`src/logic/rpc_pkg.sv`:
```
// constants, register map and carrier types of the resonant protection block
//
// Notes on behaviour
// RULE1: overvoltage trips only after five consecutive switching cycles above threshold.
// RULE2: one converter alternates between output-sense and boost-sense readings.
// RULE3: overvoltage trip latches protection and pulls the boost-sense pin low.
// RULE4: conducting switch turns off early when primary current approaches zero.
// RULE5: near-zero current thresholds are -100 mV and +100 mV per phase.
// RULE6: capacitive-mode avoidance is no fault; switching simply continues shortened.
// RULE7: overcurrent cuts the active gate for that phase only.
// RULE8: five consecutive overcurrent cycles latch protection and disable the boost stage.
// RULE9: overtemperature latches protection and disables the boost stage.
// RULE10: overpower counter runs above threshold; limit 50 or 200 ms trips protection.
// RULE11: capacitor-sense swing is clamped at the 150 or 200 percent level.
// RULE12: one setting disables the overpower counter altogether.
// RULE13: configuration resistors are read and latched before switching starts.
// RULE14: burst resistor 22k, 15k, 10k, 6.8k selects 200 to 1600 Hz.
// RULE15: settings resistor below 10 kilohm means shorted pin; start-up inhibited.
// RULE16: 46.4 kilohm code allows endless 200 percent operation.
// RULE17: other eight codes combine power level, timer length and restart or latch.
// RULE18: end-of-power-good time is 190 ms with 200 ms timer, 45 ms with 50.
// RULE19: during overpower protection the high-voltage start-up path stays enabled.
// RULE20: latched protection leaves only through full power-removal reset.
// RULE21: protection entry stops switching at once and drives the settings pin low.
// RULE22: measured resistances map to nearest code and hold until next power-up.
// RULE23: restart mode waits one second, then restarts including settings re-read.
package rpc_pkg;
   localparam int CLK_KHZ = 125000;
   localparam int OPP_SHORT_MS = 50;
   localparam int OPP_LONG_MS = 200;
   localparam int PG_SHORT_MS = 45;
   localparam int PG_LONG_MS = 190;
   localparam int RESTART_MS = 1000;
   localparam logic [2:0] QUAL_CYCLES = 3'h5;
   // current thresholds in mV, applied by the analog comparators on the pin
   localparam int CAPM_LS_MV = -100;
   localparam int CAPM_HS_MV = 100;
   // resistances are measured in units of 0.1 kilohm
   localparam logic [11:0] SET_SHORT = 12'h064;
   localparam logic [11:0] SET_CODES [9] = '{12'h1D0, 12'h218, 12'h26B, 12'h2CB,
      12'h339, 12'h3B9, 12'h44C, 12'h4F6, 12'h5BE};
   localparam logic [11:0] BURST_CODES [4] = '{12'h0DC, 12'h096, 12'h064, 12'h044};
   localparam logic [7:0] ADDR_CTRL = 8'h00;
   localparam logic [7:0] ADDR_OVP = 8'h04;
   localparam logic [7:0] ADDR_OPP = 8'h08;
   localparam logic [7:0] ADDR_CLAMP = 8'h0C;
   localparam logic [7:0] ADDR_STATUS = 8'h10;
   localparam logic [7:0] ADDR_SETTINGS = 8'h14;
   localparam logic [7:0] ADDR_BOOST = 8'h18;
   localparam int CLAMP_HI_POS = 16;
   localparam logic [9:0] OVP_RESET = 10'h3FF;
   localparam logic [9:0] OPP_RESET = 10'h3FF;
   localparam logic [9:0] CLAMP_RESET = 10'h3FF;
   typedef struct packed {
      logic capmLs;
      logic capmHs;
      logic ocp;
      logic otp;
   } rpc_sense_t;
   typedef struct packed {
      logic shorted;
      logic infinite;
      logic pow150;
      logic longTimer;
      logic latchMode;
      logic [1:0] burstSel;
      logic [11:0] gateLsRes;
   } rpc_cfg_t;
   typedef struct packed {
      logic ovp;
      logic ocp;
      logic otp;
      logic opp;
   } rpc_trip_t;
endpackage

```
`src/logic/rpc_protection.sv`:
```
// protection, settings decode and register slave of the resonant stage controller
//
// Local design decisions: the APB register port and the address map.
`timescale 1ns/100ps
module rpc_protection #(
   parameter int OPP_SHORT_CYC = rpc_pkg::OPP_SHORT_MS * rpc_pkg::CLK_KHZ,
   parameter int OPP_LONG_CYC = rpc_pkg::OPP_LONG_MS * rpc_pkg::CLK_KHZ,
   parameter int PG_SHORT_CYC = rpc_pkg::PG_SHORT_MS * rpc_pkg::CLK_KHZ,
   parameter int PG_LONG_CYC = rpc_pkg::PG_LONG_MS * rpc_pkg::CLK_KHZ,
   parameter int RESTART_CYC = rpc_pkg::RESTART_MS * rpc_pkg::CLK_KHZ
) (
   input wire logic mclk,
   input wire logic rst,
   input wire logic clkEn,
   input wire logic psel,
   input wire logic penable,
   input wire logic pwrite,
   input wire logic [7:0] paddr,
   input wire logic [31:0] pwdata,
   output logic [31:0] prdata,
   output logic pready,
   output logic pslverr,
   input wire rpc_pkg::rpc_sense_t senseRaw,
   input wire logic adcDone,
   input wire logic [9:0] adcData,
   output logic adcSelBoost,
   input wire logic cfgValid,
   input wire logic [11:0] cfgSetRes,
   input wire logic [11:0] cfgBurstRes,
   input wire logic [11:0] cfgGateLsRes,
   input wire logic cycleStart,
   input wire logic gateLsReq,
   input wire logic gateHsReq,
   input wire logic [9:0] capSwing,
   output logic [9:0] capSwingLimited,
   output logic lowSideGate,
   output logic highSideGate,
   output logic boostPinOut,
   output logic boostPinOe,
   output logic settingsPinOut,
   output logic settingsPinOe,
   output logic hvStartupEn,
   output logic [1:0] burstSel
);

   // ************************************************************
   // state and storage
   // ************************************************************
   typedef enum logic [2:0] {
      ST_INIT, ST_INHIBIT, ST_READY, ST_RUN, ST_RESTART, ST_LATCHED
   } rpc_state_t;

   rpc_state_t state_q, state_d;
   rpc_pkg::rpc_sense_t sync1_q, sync2_q, sync3_q, sense_q;
   rpc_pkg::rpc_cfg_t cfg_q, cfgNew;
   rpc_pkg::rpc_trip_t trip_q, tripNow;
   logic startEn_q;
   logic [9:0] ovpLevel_q, oppLevel_q, clamp150_q, clamp200_q, boostSample_q;
   logic ovpAbove_q;
   logic [2:0] ovpCnt_q, ocpCnt_q;
   logic ocpSeen_q;
   logic cutLs_q, cutHs_q;
   logic [27:0] oppCnt_q, restartCnt_q;
   logic lsGate_q, hsGate_q;
   logic [9:0] swingLim_q;
   logic [31:0] rdData_q;
   logic rdErr_q, rdValid_q;

   // ************************************************************
   // pin synchronisers
   // ************************************************************
   // a change is taken only once the second and third stage agree
   genvar gi;
   generate
      for (gi = 0; gi < $bits(rpc_pkg::rpc_sense_t); gi++) begin : g_sync
         always_ff @(posedge mclk) begin
            if (rst) begin
               sense_q[gi] <= 1'b0;
            end else if (clkEn && (sync2_q[gi] == sync3_q[gi])) begin
               sense_q[gi] <= sync3_q[gi];
            end
         end
      end
   endgenerate

   always_ff @(posedge mclk) begin
      if (rst) begin
         sync1_q <= '0;
         sync2_q <= '0;
         sync3_q <= '0;
      end else if (clkEn) begin
         sync1_q <= senseRaw;
         sync2_q <= sync1_q;
         sync3_q <= sync2_q;
      end
   end

   // ************************************************************
   // settings decode
   // ************************************************************
   function automatic logic [11:0] absDiff(input logic [11:0] a, input logic [11:0] b);
      absDiff = (a > b) ? (a - b) : (b - a);
   endfunction

   function automatic logic [3:0] nearestSet(input logic [11:0] r);
      logic [3:0] best;
      logic [11:0] bestDist;
      best = 4'h0;
      bestDist = absDiff(r, rpc_pkg::SET_CODES[0]);
      for (int i = 1; i < 9; i++) begin
         if (absDiff(r, rpc_pkg::SET_CODES[i]) < bestDist) begin
            best = 4'(i);
            bestDist = absDiff(r, rpc_pkg::SET_CODES[i]);
         end
      end
      nearestSet = best;
   endfunction

   function automatic logic [1:0] nearestBurst(input logic [11:0] r);
      logic [1:0] best;
      logic [11:0] bestDist;
      best = 2'h0;
      bestDist = absDiff(r, rpc_pkg::BURST_CODES[0]);
      for (int i = 1; i < 4; i++) begin
         if (absDiff(r, rpc_pkg::BURST_CODES[i]) < bestDist) begin
            best = 2'(i);
            bestDist = absDiff(r, rpc_pkg::BURST_CODES[i]);
         end
      end
      nearestBurst = best;
   endfunction

   wire logic [3:0] setIdx = nearestSet(cfgSetRes); // [RULE22]
   wire logic [2:0] comboBits = 3'(setIdx - 4'h1);

   // codes 1..8: bit0 picks the short timer, bit1 the 150 level, bit2 latching
   always_comb begin
      cfgNew.shorted = cfgSetRes < rpc_pkg::SET_SHORT; // [RULE15]
      cfgNew.infinite = setIdx == 4'h0; // [RULE16]
      cfgNew.pow150 = !cfgNew.infinite && comboBits[1]; // [RULE17]
      cfgNew.longTimer = cfgNew.infinite || !comboBits[0]; // [RULE17]
      cfgNew.latchMode = !cfgNew.infinite && comboBits[2]; // [RULE17]
      cfgNew.burstSel = nearestBurst(cfgBurstRes); // [RULE14]
      cfgNew.gateLsRes = cfgGateLsRes;
   end

   wire logic cfgTake = (state_q == ST_INIT) && cfgValid;

   always_ff @(posedge mclk) begin
      if (rst) begin
         cfg_q <= '0;
      end else if (clkEn && cfgTake) begin
         cfg_q <= cfgNew; // [RULE13] [RULE22]
      end
   end

   // ************************************************************
   // shared converter and overvoltage qualifier
   // ************************************************************
   // the output-sense reading refreshes only every other conversion,
   // so the trip may come some cycles after the fifth
   wire logic running = state_q == ST_RUN;
   wire logic outSample = adcDone && !adcSelBoost;
   wire logic boostSample = adcDone && adcSelBoost;

   always_ff @(posedge mclk) begin
      if (rst) begin
         adcSelBoost <= 1'b0;
         ovpAbove_q <= 1'b0;
         boostSample_q <= '0;
      end else if (clkEn) begin
         if (adcDone) begin
            adcSelBoost <= !adcSelBoost; // [RULE2]
         end
         if (outSample) begin
            ovpAbove_q <= adcData > ovpLevel_q; // [RULE2]
         end
         if (boostSample) begin
            boostSample_q <= adcData;
         end
      end
   end

   wire logic [2:0] ovpCntInc = ovpCnt_q + 3'h1;
   wire logic ovpTrip = running && cycleStart && ovpAbove_q &&
      (ovpCntInc == rpc_pkg::QUAL_CYCLES); // [RULE1]

   always_ff @(posedge mclk) begin
      if (rst) begin
         ovpCnt_q <= '0;
      end else if (clkEn && cycleStart) begin
         ovpCnt_q <= (running && ovpAbove_q) ? ovpCntInc : 3'h0; // [RULE1]
      end
   end

   // ************************************************************
   // gate cut-off: capacitive-mode avoidance and overcurrent
   // ************************************************************
   // the capacitive-mode cut is no fault; an overcurrent cut ends the phase early but counts toward the five-cycle trip
   wire logic cutLsNow = sense_q.capmLs || sense_q.ocp; // [RULE4] [RULE5] [RULE7]
   wire logic cutHsNow = sense_q.capmHs || sense_q.ocp; // [RULE4] [RULE5] [RULE7]
   wire logic lsOn = gateLsReq && !cutLs_q && !cutLsNow;
   wire logic hsOn = gateHsReq && !cutHs_q && !cutHsNow;
   wire logic ocpInPhase = sense_q.ocp && (gateLsReq || gateHsReq);

   always_ff @(posedge mclk) begin
      if (rst) begin
         cutLs_q <= 1'b0;
         cutHs_q <= 1'b0;
         ocpSeen_q <= 1'b0;
         ocpCnt_q <= '0;
      end else if (clkEn) begin
         cutLs_q <= gateLsReq && (cutLs_q || cutLsNow); // [RULE6]
         cutHs_q <= gateHsReq && (cutHs_q || cutHsNow); // [RULE6]
         if (cycleStart) begin
            ocpSeen_q <= ocpInPhase;
            ocpCnt_q <= (running && ocpSeen_q) ? ocpCnt_q + 3'h1 : 3'h0; // [RULE8]
         end else if (ocpInPhase) begin
            ocpSeen_q <= 1'b1;
         end
      end
   end

   wire logic ocpTrip = running && cycleStart && ocpSeen_q &&
      (ocpCnt_q + 3'h1 == rpc_pkg::QUAL_CYCLES); // [RULE8]

   // ************************************************************
   // overpower timer and swing clamp
   // ************************************************************
   wire logic [9:0] clampMax = cfg_q.pow150 ? clamp150_q : clamp200_q;
   wire logic oppAbove = running && !cfg_q.infinite && (capSwing > oppLevel_q); // [RULE12]
   wire logic [27:0] oppLimit = cfg_q.longTimer ? 28'(OPP_LONG_CYC) : 28'(OPP_SHORT_CYC);
   wire logic [27:0] pgLimit = cfg_q.longTimer ? 28'(PG_LONG_CYC) : 28'(PG_SHORT_CYC);
   wire logic oppTrip = oppAbove && (oppCnt_q >= oppLimit); // [RULE10]
   wire logic pgWarn = running && !cfg_q.infinite && (oppCnt_q >= pgLimit); // [RULE18]

   always_ff @(posedge mclk) begin
      if (rst) begin
         oppCnt_q <= '0;
         swingLim_q <= '0;
      end else if (clkEn) begin
         oppCnt_q <= oppAbove ? oppCnt_q + 28'h1 : 28'h0; // [RULE10]
         swingLim_q <= (capSwing > clampMax) ? clampMax : capSwing; // [RULE11]
      end
   end

   // ************************************************************
   // protection state machine
   // ************************************************************
   always_comb begin
      tripNow.ovp = ovpTrip;
      tripNow.ocp = ocpTrip;
      tripNow.otp = sense_q.otp && (state_q != ST_INIT) && (state_q != ST_INHIBIT); // [RULE9]
      tripNow.opp = oppTrip;
   end

   wire logic restartDone = restartCnt_q >= 28'(RESTART_CYC - 1);

   always_comb begin
      state_d = state_q;
      unique case (state_q)
         ST_INIT: begin
            if (cfgValid) begin
               state_d = cfgNew.shorted ? ST_INHIBIT : ST_READY; // [RULE15]
            end
         end
         ST_INHIBIT: begin
            state_d = ST_INHIBIT;
         end
         ST_READY: begin
            if (tripNow.otp) begin
               state_d = ST_LATCHED;
            end else if (startEn_q) begin
               state_d = ST_RUN;
            end
         end
         ST_RUN: begin
            if (tripNow.ovp || tripNow.ocp || tripNow.otp) begin
               state_d = ST_LATCHED; // [RULE3] [RULE8] [RULE9]
            end else if (tripNow.opp) begin
               state_d = cfg_q.latchMode ? ST_LATCHED : ST_RESTART; // [RULE10]
            end
         end
         ST_RESTART: begin
            if (tripNow.otp) begin
               state_d = ST_LATCHED;
            end else if (restartDone) begin
               state_d = ST_INIT; // [RULE23]
            end
         end
         ST_LATCHED: begin
            state_d = ST_LATCHED; // [RULE20]
         end
         default: begin
            state_d = ST_LATCHED;
         end
      endcase
   end

   always_ff @(posedge mclk) begin
      if (rst) begin
         state_q <= ST_INIT;
         trip_q <= '0;
         restartCnt_q <= '0;
      end else if (clkEn) begin
         state_q <= state_d;
         trip_q <= trip_q | tripNow; // [RULE20]
         restartCnt_q <= (state_q == ST_RESTART) ? restartCnt_q + 28'h1 : 28'h0; // [RULE23]
      end
   end

   // ************************************************************
   // pin drivers
   // ************************************************************
   // gates drop in the same edge that moves the state out of running
   wire logic keepSwitching = running && (state_d == ST_RUN); // [RULE21]
   wire logic protectState = (state_q == ST_LATCHED) || (state_q == ST_RESTART);

   always_ff @(posedge mclk) begin
      if (rst) begin
         lsGate_q <= 1'b0;
         hsGate_q <= 1'b0;
      end else if (clkEn) begin
         lsGate_q <= keepSwitching && lsOn; // [RULE7] [RULE21]
         hsGate_q <= keepSwitching && hsOn; // [RULE7] [RULE21]
      end
   end

   assign lowSideGate = lsGate_q;
   assign highSideGate = hsGate_q;
   assign capSwingLimited = swingLim_q;
   assign burstSel = cfg_q.burstSel;
   // open-drain pull-down: released only while ready or running
   assign boostPinOut = 1'b0;
   assign boostPinOe = !((state_q == ST_READY) || (state_q == ST_RUN)); // [RULE3] [RULE8] [RULE9]
   // the settings pin is measured during init, so it is not driven then
   assign settingsPinOe = state_q != ST_INIT;
   assign settingsPinOut = (state_q == ST_READY) || pgWarn; // [RULE21] [RULE18]
   assign hvStartupEn = !running || protectState; // [RULE19]

   // ************************************************************
   // register slave
   // ************************************************************
   wire logic setupPhase = psel && !penable;
   wire logic wrDo = psel && penable && pwrite && pready;
   wire logic hitCtrl = paddr == rpc_pkg::ADDR_CTRL;
   wire logic hitOvp = paddr == rpc_pkg::ADDR_OVP;
   wire logic hitOpp = paddr == rpc_pkg::ADDR_OPP;
   wire logic hitClamp = paddr == rpc_pkg::ADDR_CLAMP;
   wire logic hitStatus = paddr == rpc_pkg::ADDR_STATUS;
   wire logic hitSettings = paddr == rpc_pkg::ADDR_SETTINGS;
   wire logic hitBoost = paddr == rpc_pkg::ADDR_BOOST;
   wire logic hitAny = hitCtrl || hitOvp || hitOpp || hitClamp || hitStatus ||
      hitSettings || hitBoost;
   wire logic [31:0] statusWord = {17'h0, pgWarn, ocpCnt_q, ovpCnt_q, trip_q,
      1'b0, state_q};
   wire logic [31:0] settingsWord = {12'h0, cfg_q.gateLsRes, 1'b0, cfg_q.burstSel,
      cfg_q.latchMode, cfg_q.longTimer, cfg_q.pow150, cfg_q.infinite, cfg_q.shorted};
   wire logic [31:0] clampWord = {6'h0, clamp200_q, 6'h0, clamp150_q};
   wire logic [31:0] rdMux = hitCtrl ? {31'h0, startEn_q} :
      hitOvp ? {22'h0, ovpLevel_q} :
      hitOpp ? {22'h0, oppLevel_q} :
      hitClamp ? clampWord :
      hitStatus ? statusWord :
      hitSettings ? settingsWord :
      hitBoost ? {22'h0, boostSample_q} : 32'h0;

   always_ff @(posedge mclk) begin
      if (rst) begin
         rdData_q <= '0;
         rdErr_q <= 1'b0;
         rdValid_q <= 1'b0;
      end else if (clkEn) begin
         rdValid_q <= setupPhase;
         if (setupPhase) begin
            rdData_q <= pwrite ? 32'h0 : rdMux;
            rdErr_q <= !hitAny;
         end
      end
   end

   always_ff @(posedge mclk) begin
      if (rst) begin
         startEn_q <= 1'b0;
         ovpLevel_q <= rpc_pkg::OVP_RESET;
         oppLevel_q <= rpc_pkg::OPP_RESET;
         clamp150_q <= rpc_pkg::CLAMP_RESET;
         clamp200_q <= rpc_pkg::CLAMP_RESET;
      end else if (clkEn && wrDo) begin
         if (hitCtrl) begin
            startEn_q <= pwdata[0];
         end
         if (hitOvp) begin
            ovpLevel_q <= pwdata[9:0];
         end
         if (hitOpp) begin
            oppLevel_q <= pwdata[9:0];
         end
         if (hitClamp) begin
            clamp150_q <= pwdata[9:0];
            clamp200_q <= pwdata[rpc_pkg::CLAMP_HI_POS +: 10];
         end
      end
   end

   assign pready = psel && penable && rdValid_q && clkEn;
   assign prdata = rdData_q;
   assign pslverr = pready && rdErr_q;

endmodule // rpc_protection

```
`config.mk`:
```
export PLATFORM = sky130hd
export DESIGN_NAME = rpc_protection
export DESIGN_NICKNAME = d
export VERILOG_FILES = /design/src/logic/rpc_pkg.sv /design/src/logic/rpc_protection.sv
export SDC_FILE = /design/constraint.sdc
export NUM_CORES = 1
export LEC_CHECK = 0
export ABC_AREA = 0
export BUFFER_PORTS_ARGS = -buffer_cell sky130_fd_sc_hd__buf_4
export CORE_MARGIN = 2
export CORE_UTILIZATION = 35
export CTS_CLUSTER_DIAMETER = 120
export DETAILED_ROUTE_END_ITERATION = 10
export MAX_ROUTING_LAYER = met4
export PLACE_DENSITY = 0.59
export SYNTH_ARGS = -nofsm -noshare
export SYNTH_HDL_FRONTEND = slang
export SYNTH_SLANG_ARGS = --single-unit
```
`constraint.sdc`:
```
create_clock -name mclk -period 45.1 [get_ports mclk]
set_input_delay 6.765 -clock mclk [delete_from_list [all_inputs] [get_ports mclk]]
set_output_delay 6.765 -clock mclk [all_outputs]
set_load 0.02 [all_outputs]
```
# == Yosys cells after proc, flatten, opt, wreduce, memory -nomap -nowiden ==
# Index checks and enable logic that the tools add are counted.
# op_classes
add_sub_neg,31
order_cmp,31
n_eq_ne,19
n_mux,61
bitwise_logic,1
n_reduce_logical,87
# op_table
operator,count
$mux 12,22
$lt 12x12->1,11
$mux 26,5
$gt 12x10->1 const B,5
$sub 10x12->12 const A,5
$sub 12x10->12 const B,5
$add 28x1->28 const B,2
$ge 28x25->1,2
$mux 28,2
$mux 25,2
$logic_and 1x1->1,42
$mux 20,2
$gt 12x11->1 const B,3
$sub 11x12->12 const A,3
$sub 12x11->12 const B,3
$gt 10x10->1,3
$mux 10,3
$ge 28x27->1 const B,1
$mux 4,7
$mux 3,9
$eq 8x5->1 const B,3
$gt 12x7->1 const B,2
$gt 12x8->1 const B,2
$sub 12x7->12 const B,2
28 further kinds,84
# totals
ff_bits,206
inputBits,111
output_inout_bits,54
wordCells,279

# == Longest topological paths before layout ==
# Gate-level depths: netlist (run 1).
# logic_depth
depth_word,21
depth_mapped,106
mapped_depth_nobuf,96

# == Worst setup path after synthesis (run 1) ==
# No wires, ideal clock.
# synth_timing
path_type,input to register
start,in cfgSetRes[2]
end,reg cfg_q[15] (netlist bit)
setup_time_ns,0.129
arrival_ns,24.368
required_ns,44.971
setup_slack_ns,20.603
cell_stages,102
n_path_buf,11
path_cell_list,buf_2 -> clkinv_1 -> ha_1 -> buf_2 -> a31o_2 -> a31oi_2 -> clkbuf_1 -> a21oi_1 -> a21oi_1 -> xnor2_1 -> ha_1 -> a21o_1 -> a21o_1 -> a21oi_1 -> o21ai_0 -> or2_2 -> clkbuf_1 -> o21ai_0 -> (+66 left out) -> nand3_1 -> a21oi_1 -> o22ai_4 -> buf_8 -> mux2i_1 -> ha_1 -> a21oi_1 -> nor2b_1 -> o21ai_0 -> nand2b_1 -> a21oi_1 -> nor2b_1 -> o21ai_0 -> nand2b_1 -> a21oi_1 -> o22ai_1 -> o21ba_2 -> o31ai_1
# synth_via
elab_chain_cells,21
# synth_lines
element,line_no,rtl
start: declaration,rpc_protection.sv:28,"input wire logic [11:0] cfgSetRes,"
"$sub 10x12->12, or another cell as far along",rpc_protection.sv:102,absDiff = (a > b) ? (a - b) : (b - a);
$mux 12,rpc_protection.sv:102,
$lt 12x12->1,rpc_protection.sv:111,"if (absDiff(r, rpc_pkg::SET_CODES[i]) < bestDist) begin"
$mux 12,rpc_protection.sv:111,
$lt 12x12->1,rpc_protection.sv:111,
$mux 12,rpc_protection.sv:111,
$lt 12x12->1,rpc_protection.sv:111,
$mux 12,rpc_protection.sv:111,
(+5 left out),-,
$mux 12,rpc_protection.sv:111,
$lt 12x12->1,rpc_protection.sv:111,
$mux 12,rpc_protection.sv:111,
$lt 12x12->1,rpc_protection.sv:111,
$mux 4 *,rpc_protection.sv:111,
$sub 3x1->3,rpc_protection.sv:134,wire logic [2:0] comboBits = 3'(setIdx - 4'h1);
$logic_not 1->1,rpc_protection.sv:141,cfgNew.longTimer = cfgNew.infinite || !comboBits[0];
$logic_or 1x1->1 *,rpc_protection.sv:141,
end signal: assignment,rpc_protection.sv:153,cfg_q <= cfgNew;
end: declaration,rpc_protection.sv:55,"rpc_pkg::rpc_cfg_t cfg_q, cfgNew;"
# Mark *: on every way between the ends. The rest lies on a longest branch, timed or not.
# A chain may end at the register's enable or synchronous reset.

# == Worst setup path after layout (run 1) ==
# layout_timing
start,in cfgSetRes[0]
end,reg cfg_q[15] (netlist bit)
# Same word-level chain as after synthesis.

==> flow_metrics.tcl, run 1 <==
set metrics [dict create \
    layout_commonest_cell "nor2_1" \
    synth_edf_count 0 \
    finalNonFillerCells 3237 \
    grt_setup_unrepaired "false" \
    std_cell_rows 84 \
    area_delta_synth_final_pct 11.2 \
    max_cap_violations 0 \
    arrival_ns 26.71 \
    synthCells 2492 \
    peakVddDrop_mv 0.0284 \
    initial_core_util_pct 35.4 \
    synth_top_family_by_area "compound AO/OA/AOI/OAI gates" \
    crit_path_end_kind "flop" \
    slew_headroom_pct 16.6 \
    fin_nets 2843 \
    firstDrtPassIters 6 \
    pin_count 165 \
    syn_area_um2 18600 \
    ys_warn_count 0 \
    dp_cells 3205 \
    yosys.area_share.simple_pct 22.0 \
    clockBufferDepth 2 \
    cts_resized 0 \
    clkSinkCount 200 \
    synth_compound_area_share_pct 24.0 \
    final-hold-violation-count 0 \
    ys_types 94 \
    grt_start_max_net_pins 93 \
    synthXorXnorAreaFrac_pct 7.58 \
    gp_congestion 0.936 \
    fin_area_um2 20700 \
    fill_cells 5494 \
    antenna_cells 0 \
    worstMarginPinSlew_ns 1.24 \
    h-tree-depth 4 \
    synth.mux.area_fraction_pct 5.62 \
    grt-ovfl-total 0 \
    path_max_fanout 19 \
    drive_above_1_share_pct 10.5 \
    skew_ns 0.00954 \
    setup_viol 0 \
    slowest_stage "nor4_1" \
    dpl_cell_area_um2 20100 \
    hold_class "flop to flop" \
    fin_setup_tns_ns 0 \
    powerDensity_nw_per_um2 36.6 \
    cts_tree "yes" \
    power_leakage_uw 0.00871 \
    crit_path_frequent_cell "a21oi_1" \
    io_buffer_count 145 \
    synthAdderAreaFrac_pct 13.2 \
    synth-seq-area-share_pct 21.5 \
    fin_crit_sh_pct 58.5 \
    fp.dieH_um 235 \
    root_buffer "clkbuf_16" \
    synth_ff_type "dfxtp_1" \
    via_per_inst 5.57 \
    worstSkewPairLatency_ns 0.46 \
    postCtsSetupBuffers 0 \
    dp_hpwl_mm 45.9 \
    drt_iter0_drc 1616 \
    crit_type "input port to flop" \
    drc 0 \
    ys_ff_latch 200 \
    die_w_um 235 \
    synthArstFlopShare_pct 0 \
    grt_pass1_vias 16900 \
    routed_wl_mm 60.0 \
    report.final.slew_viol_count 0 \
    num_vias 18000 \
    synth.avg_cell_area_um2 7.46 \
    multi_input_area_um2 13500 \
    fp.dieArea_um2 55000 \
    numCtsBuffers 17 \
    fmax_mhz 37.9 \
    startpoint_type "input port" \
    period_needed_ns 26.40 \
    cpPeakStageDelay_ns 0.70 \
    layout_common_cells "284 x nor2_1, 232 x nand2_1, 212 x a21oi_1" \
    cts.reportedPaths.clkPinSlew_ns 0.07 \
    core_area_um2 52600 \
    grt_usage_pct 22.1 \
    route.antenna.remaining_nets 0 \
    fin_worst_hold_slack_ns 0.457 \
    cts_hold_repair.buffers 0 \
    register_area_um2 4000 \
    worstPathRequired_ns 45.41 \
    antenna_found_initial 0 \
    status "complete, no violations" \
    grt_first_pass_wirelength_mm 94.1 \
    wl_per_cell_um 18.5 \
]
## worst paths after layout
path	start	to	cells past startpoint	slack (ns)
setup / recovery	cfgSetRes[0]	cfg_q[15]	89	18.70
hold / removal	cfg_q[6]	cfg_q[6]	2	0.46
setup reg to reg	cfg_q[15]	prdata[14]	17	40.81
hold reg to reg	cfg_q[6]	cfg_q[6]	2	0.46
## cell families (layout without fill, tap and decap cells)
family | after synthesis | in the layout
other | 1 | 7
muxes | 101 | 101
DFF | 200 | 200
adders and majority gates | 196 | 196
xor gates and xnor gates | 161 | 161
and+or+nand+nor | 865 | 865
buffers and inverters | 277 | 328
AOI/OAI and AO/OA | 691 | 691
## cells in the mapped netlist, types with 12 or more instances
library cell	n	share of area [%]
buf_1	13	0.26
a21oi_1	212	5.7
mux2_2	15	0.91
xnor2_1	116	5.5
nor3_1	48	1.3
inv_1	124	2.5
nand3_1	51	1.4
a22oi_1	40	1.6
nor4_1	15	0.50
or2_2	18	0.61
o21ai_0	147	4.0
and3_1	21	0.71
nand4_1	42	1.4
nand2_1	232	4.7
a211o_1	43	2.0
mux2i_1	83	4.5
buf_4	12	0.48
o22ai_1	13	0.44
nor2b_1	59	2.0
o21a_1	25	1.0
a221oi_1	13	0.61
and2_1	19	0.64
ha_1	196	13
a21o_1	47	1.9
nand2b_1	27	0.91
a31oi_1	33	1.1
clkbuf_1	106	2.1
nor2_1	286	5.8
dfxtp_1	200	22
xor2_1	45	2.1
## layer usage
metal	up-vias	track usage (%)	wire length, um
li1	8928	-	-
met3	78	2.28	3490
met4	0	6.27	1290
met1	8430	29.0	27500
met2	587	36.1	27800
met5	-	-	0
## state kept, by name, indices dropped and copies added, names as in the netlist, 4 cells and up
signal           count
capSwingLimited     10
sync3_q              4
statusWord           4
sense_q              4
oppCnt_q            28
restartCnt_q        28
clamp150_q          10
oppLevel_q          10
sync2_q              4
clamp200_q          10
boostSample_q       10
ovpLevel_q          10
cfg_q               17
sync1_q              4
prdata              26
## through the flow
stage / power [uW] / setup WS (ns) / utilization, %
5_1_grt: 818 / 17.00 / 39.4
6_report: 757 / 18.70 / 39.4
3_3_place_gp: 590 / 18.64 / 38.3
4_1_cts: 757 / 18.87 / 39.4
2_1_floorplan: 500 / 20.60 / -
3_5_place_dp: 600 / 18.44 / 38.3
## power by group
group / switching (uW) / internal [uW] / leakage, uW
combinational: 251 / 168 / 0.00682
sequential: 3.63 / 179 / 0.00162
clock: 70.1 / 85.2 / 0.000279
## worst max-delay path, delay by kind of cell
| kind | cells | cell delay [ns] |
|---|---|---|
| xor gates and xnor gates | 1 | 0.22 |
| buffers and inverters | 6 | 1.57 |
| AOI/OAI and AO/OA | 42 | 8.61 |
| adders and majority gates | 9 | 2.88 |
| and+or+nand+nor | 26 | 4.87 |
| muxes | 5 | 1.77 |
## cell type report
type,instances,area share [%]
Clock buffer,23,2.26
Multi-Input combinational cell,2021,65.3
Sequential cell,200,19.4
Tap cell,688,4.16
Timing Repair Buffer,164,5.95
Clock inverter,9,0.569
Inverter,132,2.40
Note: power is estimated with default switching activity, not from simulation.
==> run 2, diff against run 1 <==
--- a/config.mk
+++ b/config.mk
@@ -12,7 +12,7 @@
 export CTS_CLUSTER_DIAMETER = 120
 export DETAILED_ROUTE_END_ITERATION = 10
 export MAX_ROUTING_LAYER = met4
-export PLACE_DENSITY = 0.59
+export PLACE_DENSITY = 0.6
 export SYNTH_ARGS = -nofsm -noshare
 export SYNTH_HDL_FRONTEND = slang
 export SYNTH_SLANG_ARGS = --single-unit
==> constraint.sdc (replaced) <==
create_clock -name mclk -period 21.7 [get_ports mclk]
set_input_delay 3.255 -clock mclk [delete_from_list [all_inputs] [get_ports mclk]]
set_output_delay 3.255 -clock mclk [all_outputs]
set_load 0.02 [all_outputs]
==> run 2 against run 1 <==
- core utilization increased by 1.4 points
- via count increased by 2.5%
- clock power increased by 100%
- global-route usage about the same
- sequential power increased by 110%
- worst hold slack got worse by 0.0016 ns
==> flow_metrics.tcl, run 2 (synthesized netlist as in run 1, its figures left out) <==
set metrics [dict create \
    dp_hpwl_mm 46.9 \
    crit_path_end_kind "flop" \
    grt_usage_pct 22.2 \
    drive_above_1_share_pct 14.3 \
    fin_crit_sh_pct 93.8 \
    powerDensity_nw_per_um2 80.7 \
    worstMarginPinSlew_ns 1.22 \
    fp.dieArea_um2 55000 \
    grt_pass1_vias 17400 \
    cts_hold_repair.buffers 0 \
    num_vias 18500 \
    routed_wl_mm 60.5 \
    fin_worst_hold_slack_ns 0.456 \
    layout_common_cells "284 x nor2_1, 262 x buf_4, 231 x nand2_1" \
    max_cap_violations 0 \
    h-tree-depth 4 \
    fill_cells 5373 \
    path_max_fanout 14 \
    clockBufferDepth 2 \
    numCtsBuffers 17 \
    pre_cts_ws_ns 0.540 \
    area_delta_synth_final_pct 15.3 \
    worstSkewPairLatency_ns 0.45 \
    finalNonFillerCells 3335 \
    arrival_ns 20.66 \
    cts_tree "yes" \
    slew_headroom_pct 18.4 \
    hold_class "flop to flop" \
    pin_count 165 \
    cts.reportedPaths.clkPinSlew_ns 0.07 \
    setup_viol 0 \
    drt_iter0_drc 1418 \
    std_cell_rows 84 \
    register_area_um2 4000 \
    power_leakage_uw 0.00917 \
    core_area_um2 52600 \
    multi_input_area_um2 13500 \
    peakVddDrop_mv 0.0598 \
    r2r_cells 17 \
    clkSinkCount 200 \
    io_buffer_count 145 \
    die_w_um 235 \
    initial_core_util_pct 35.4 \
    hold_path_depth 2 \
    startpoint_type "input port" \
    grt-ovfl-total 0 \
    cpPeakStageDelay_ns 0.69 \
    report.final.slew_viol_count 0 \
    fin_nets 2941 \
    wl_per_cell_um 18.1 \
    dpl_cell_area_um2 20800 \
    skew_ns 0.00858 \
    root_buffer "clkbuf_16" \
    via_per_inst 5.54 \
    gp_congestion 0.957 \
    fmax_mhz 49.1 \
    dp_cells 3299 \
    antenna_found_initial 0 \
    crit_type "input port to flop" \
    slowest_stage "nor2_1" \
    final-hold-violation-count 0 \
    route.antenna.remaining_nets 0 \
    antenna_cells 0 \
    period_needed_ns 20.35 \
    grt_first_pass_wirelength_mm 94.5 \
    status "complete, no violations" \
    worstPathRequired_ns 22.01 \
    grt_start_max_net_pins 76 \
    setup_slack_ns 1.35 \
    layout_commonest_cell "nor2_1" \
    fp.dieH_um 235 \
    crit_path_frequent_cell "a21oi_1" \
    drc 0 \
    fin_area_um2 21400 \
    firstDrtPassIters 5 \
]
## run 2: routing by layer
metal,GRT usage [%],up-vias,wire [um]
met4,6.53,0,1650
li1,-,9142,-
met3,2.39,95,3500
met5,-,-,0
met2,36.6,586,28100
met1,28.6,8656,27200
## run 2: cell type report
type,instances,area share (%)
sequential,200,18.7
clock inverter,14,0.642
clock buffer,18,2.05
timing repair buffer,262,9.17
tap,688,4.01
multi-input combinational,2021,63.1
inverter,132,2.33
## run 2: final timing paths
path | end | from | slack, ns
hold / removal | cfg_q[3] | cfg_q[3] | 0.46
setup / recovery | cfg_q[15] | cfgSetRes[4] | 1.35
hold reg to reg | cfg_q[3] | cfg_q[3] | 0.46
setup reg to reg | prdata[14] | cfg_q[15] | 17.48
## run 2: critical path, delay by kind of cell
kind                     cells  cell delay (ns)
AO/OA/AOI/OAI               42             7.93
XOR/XNOR                     1             0.24
adder cells (fa/ha/maj)      9             2.47
buffers and inverters       15             1.88
multiplexers                 3             0.97
AND/OR/NAND/NOR             22             3.84
## run 2: where the power goes
part	total [uW]	internal (uW)	switching, uW
Sequential	380	372	7.47
Combinational	1040	485	552
Clock	314	163	151
Total	1730	1020	710
## run 2: repair_timing
item	4_1_cts	5_1_grt
resized for setup	0	13
setup endpoints to repair	0	4
buffers inserted	0	4
## run 2: metrics by stage
step	util, %	total power (uW)	setup TNS (ns)
after global routing	40.8	1860	-0.00780
after detailed placement	39.6	1410	0
after floorplan	-	1040	0
final	40.8	1730	0
after CTS	40.7	1720	0
after global placement	39.6	1380	0
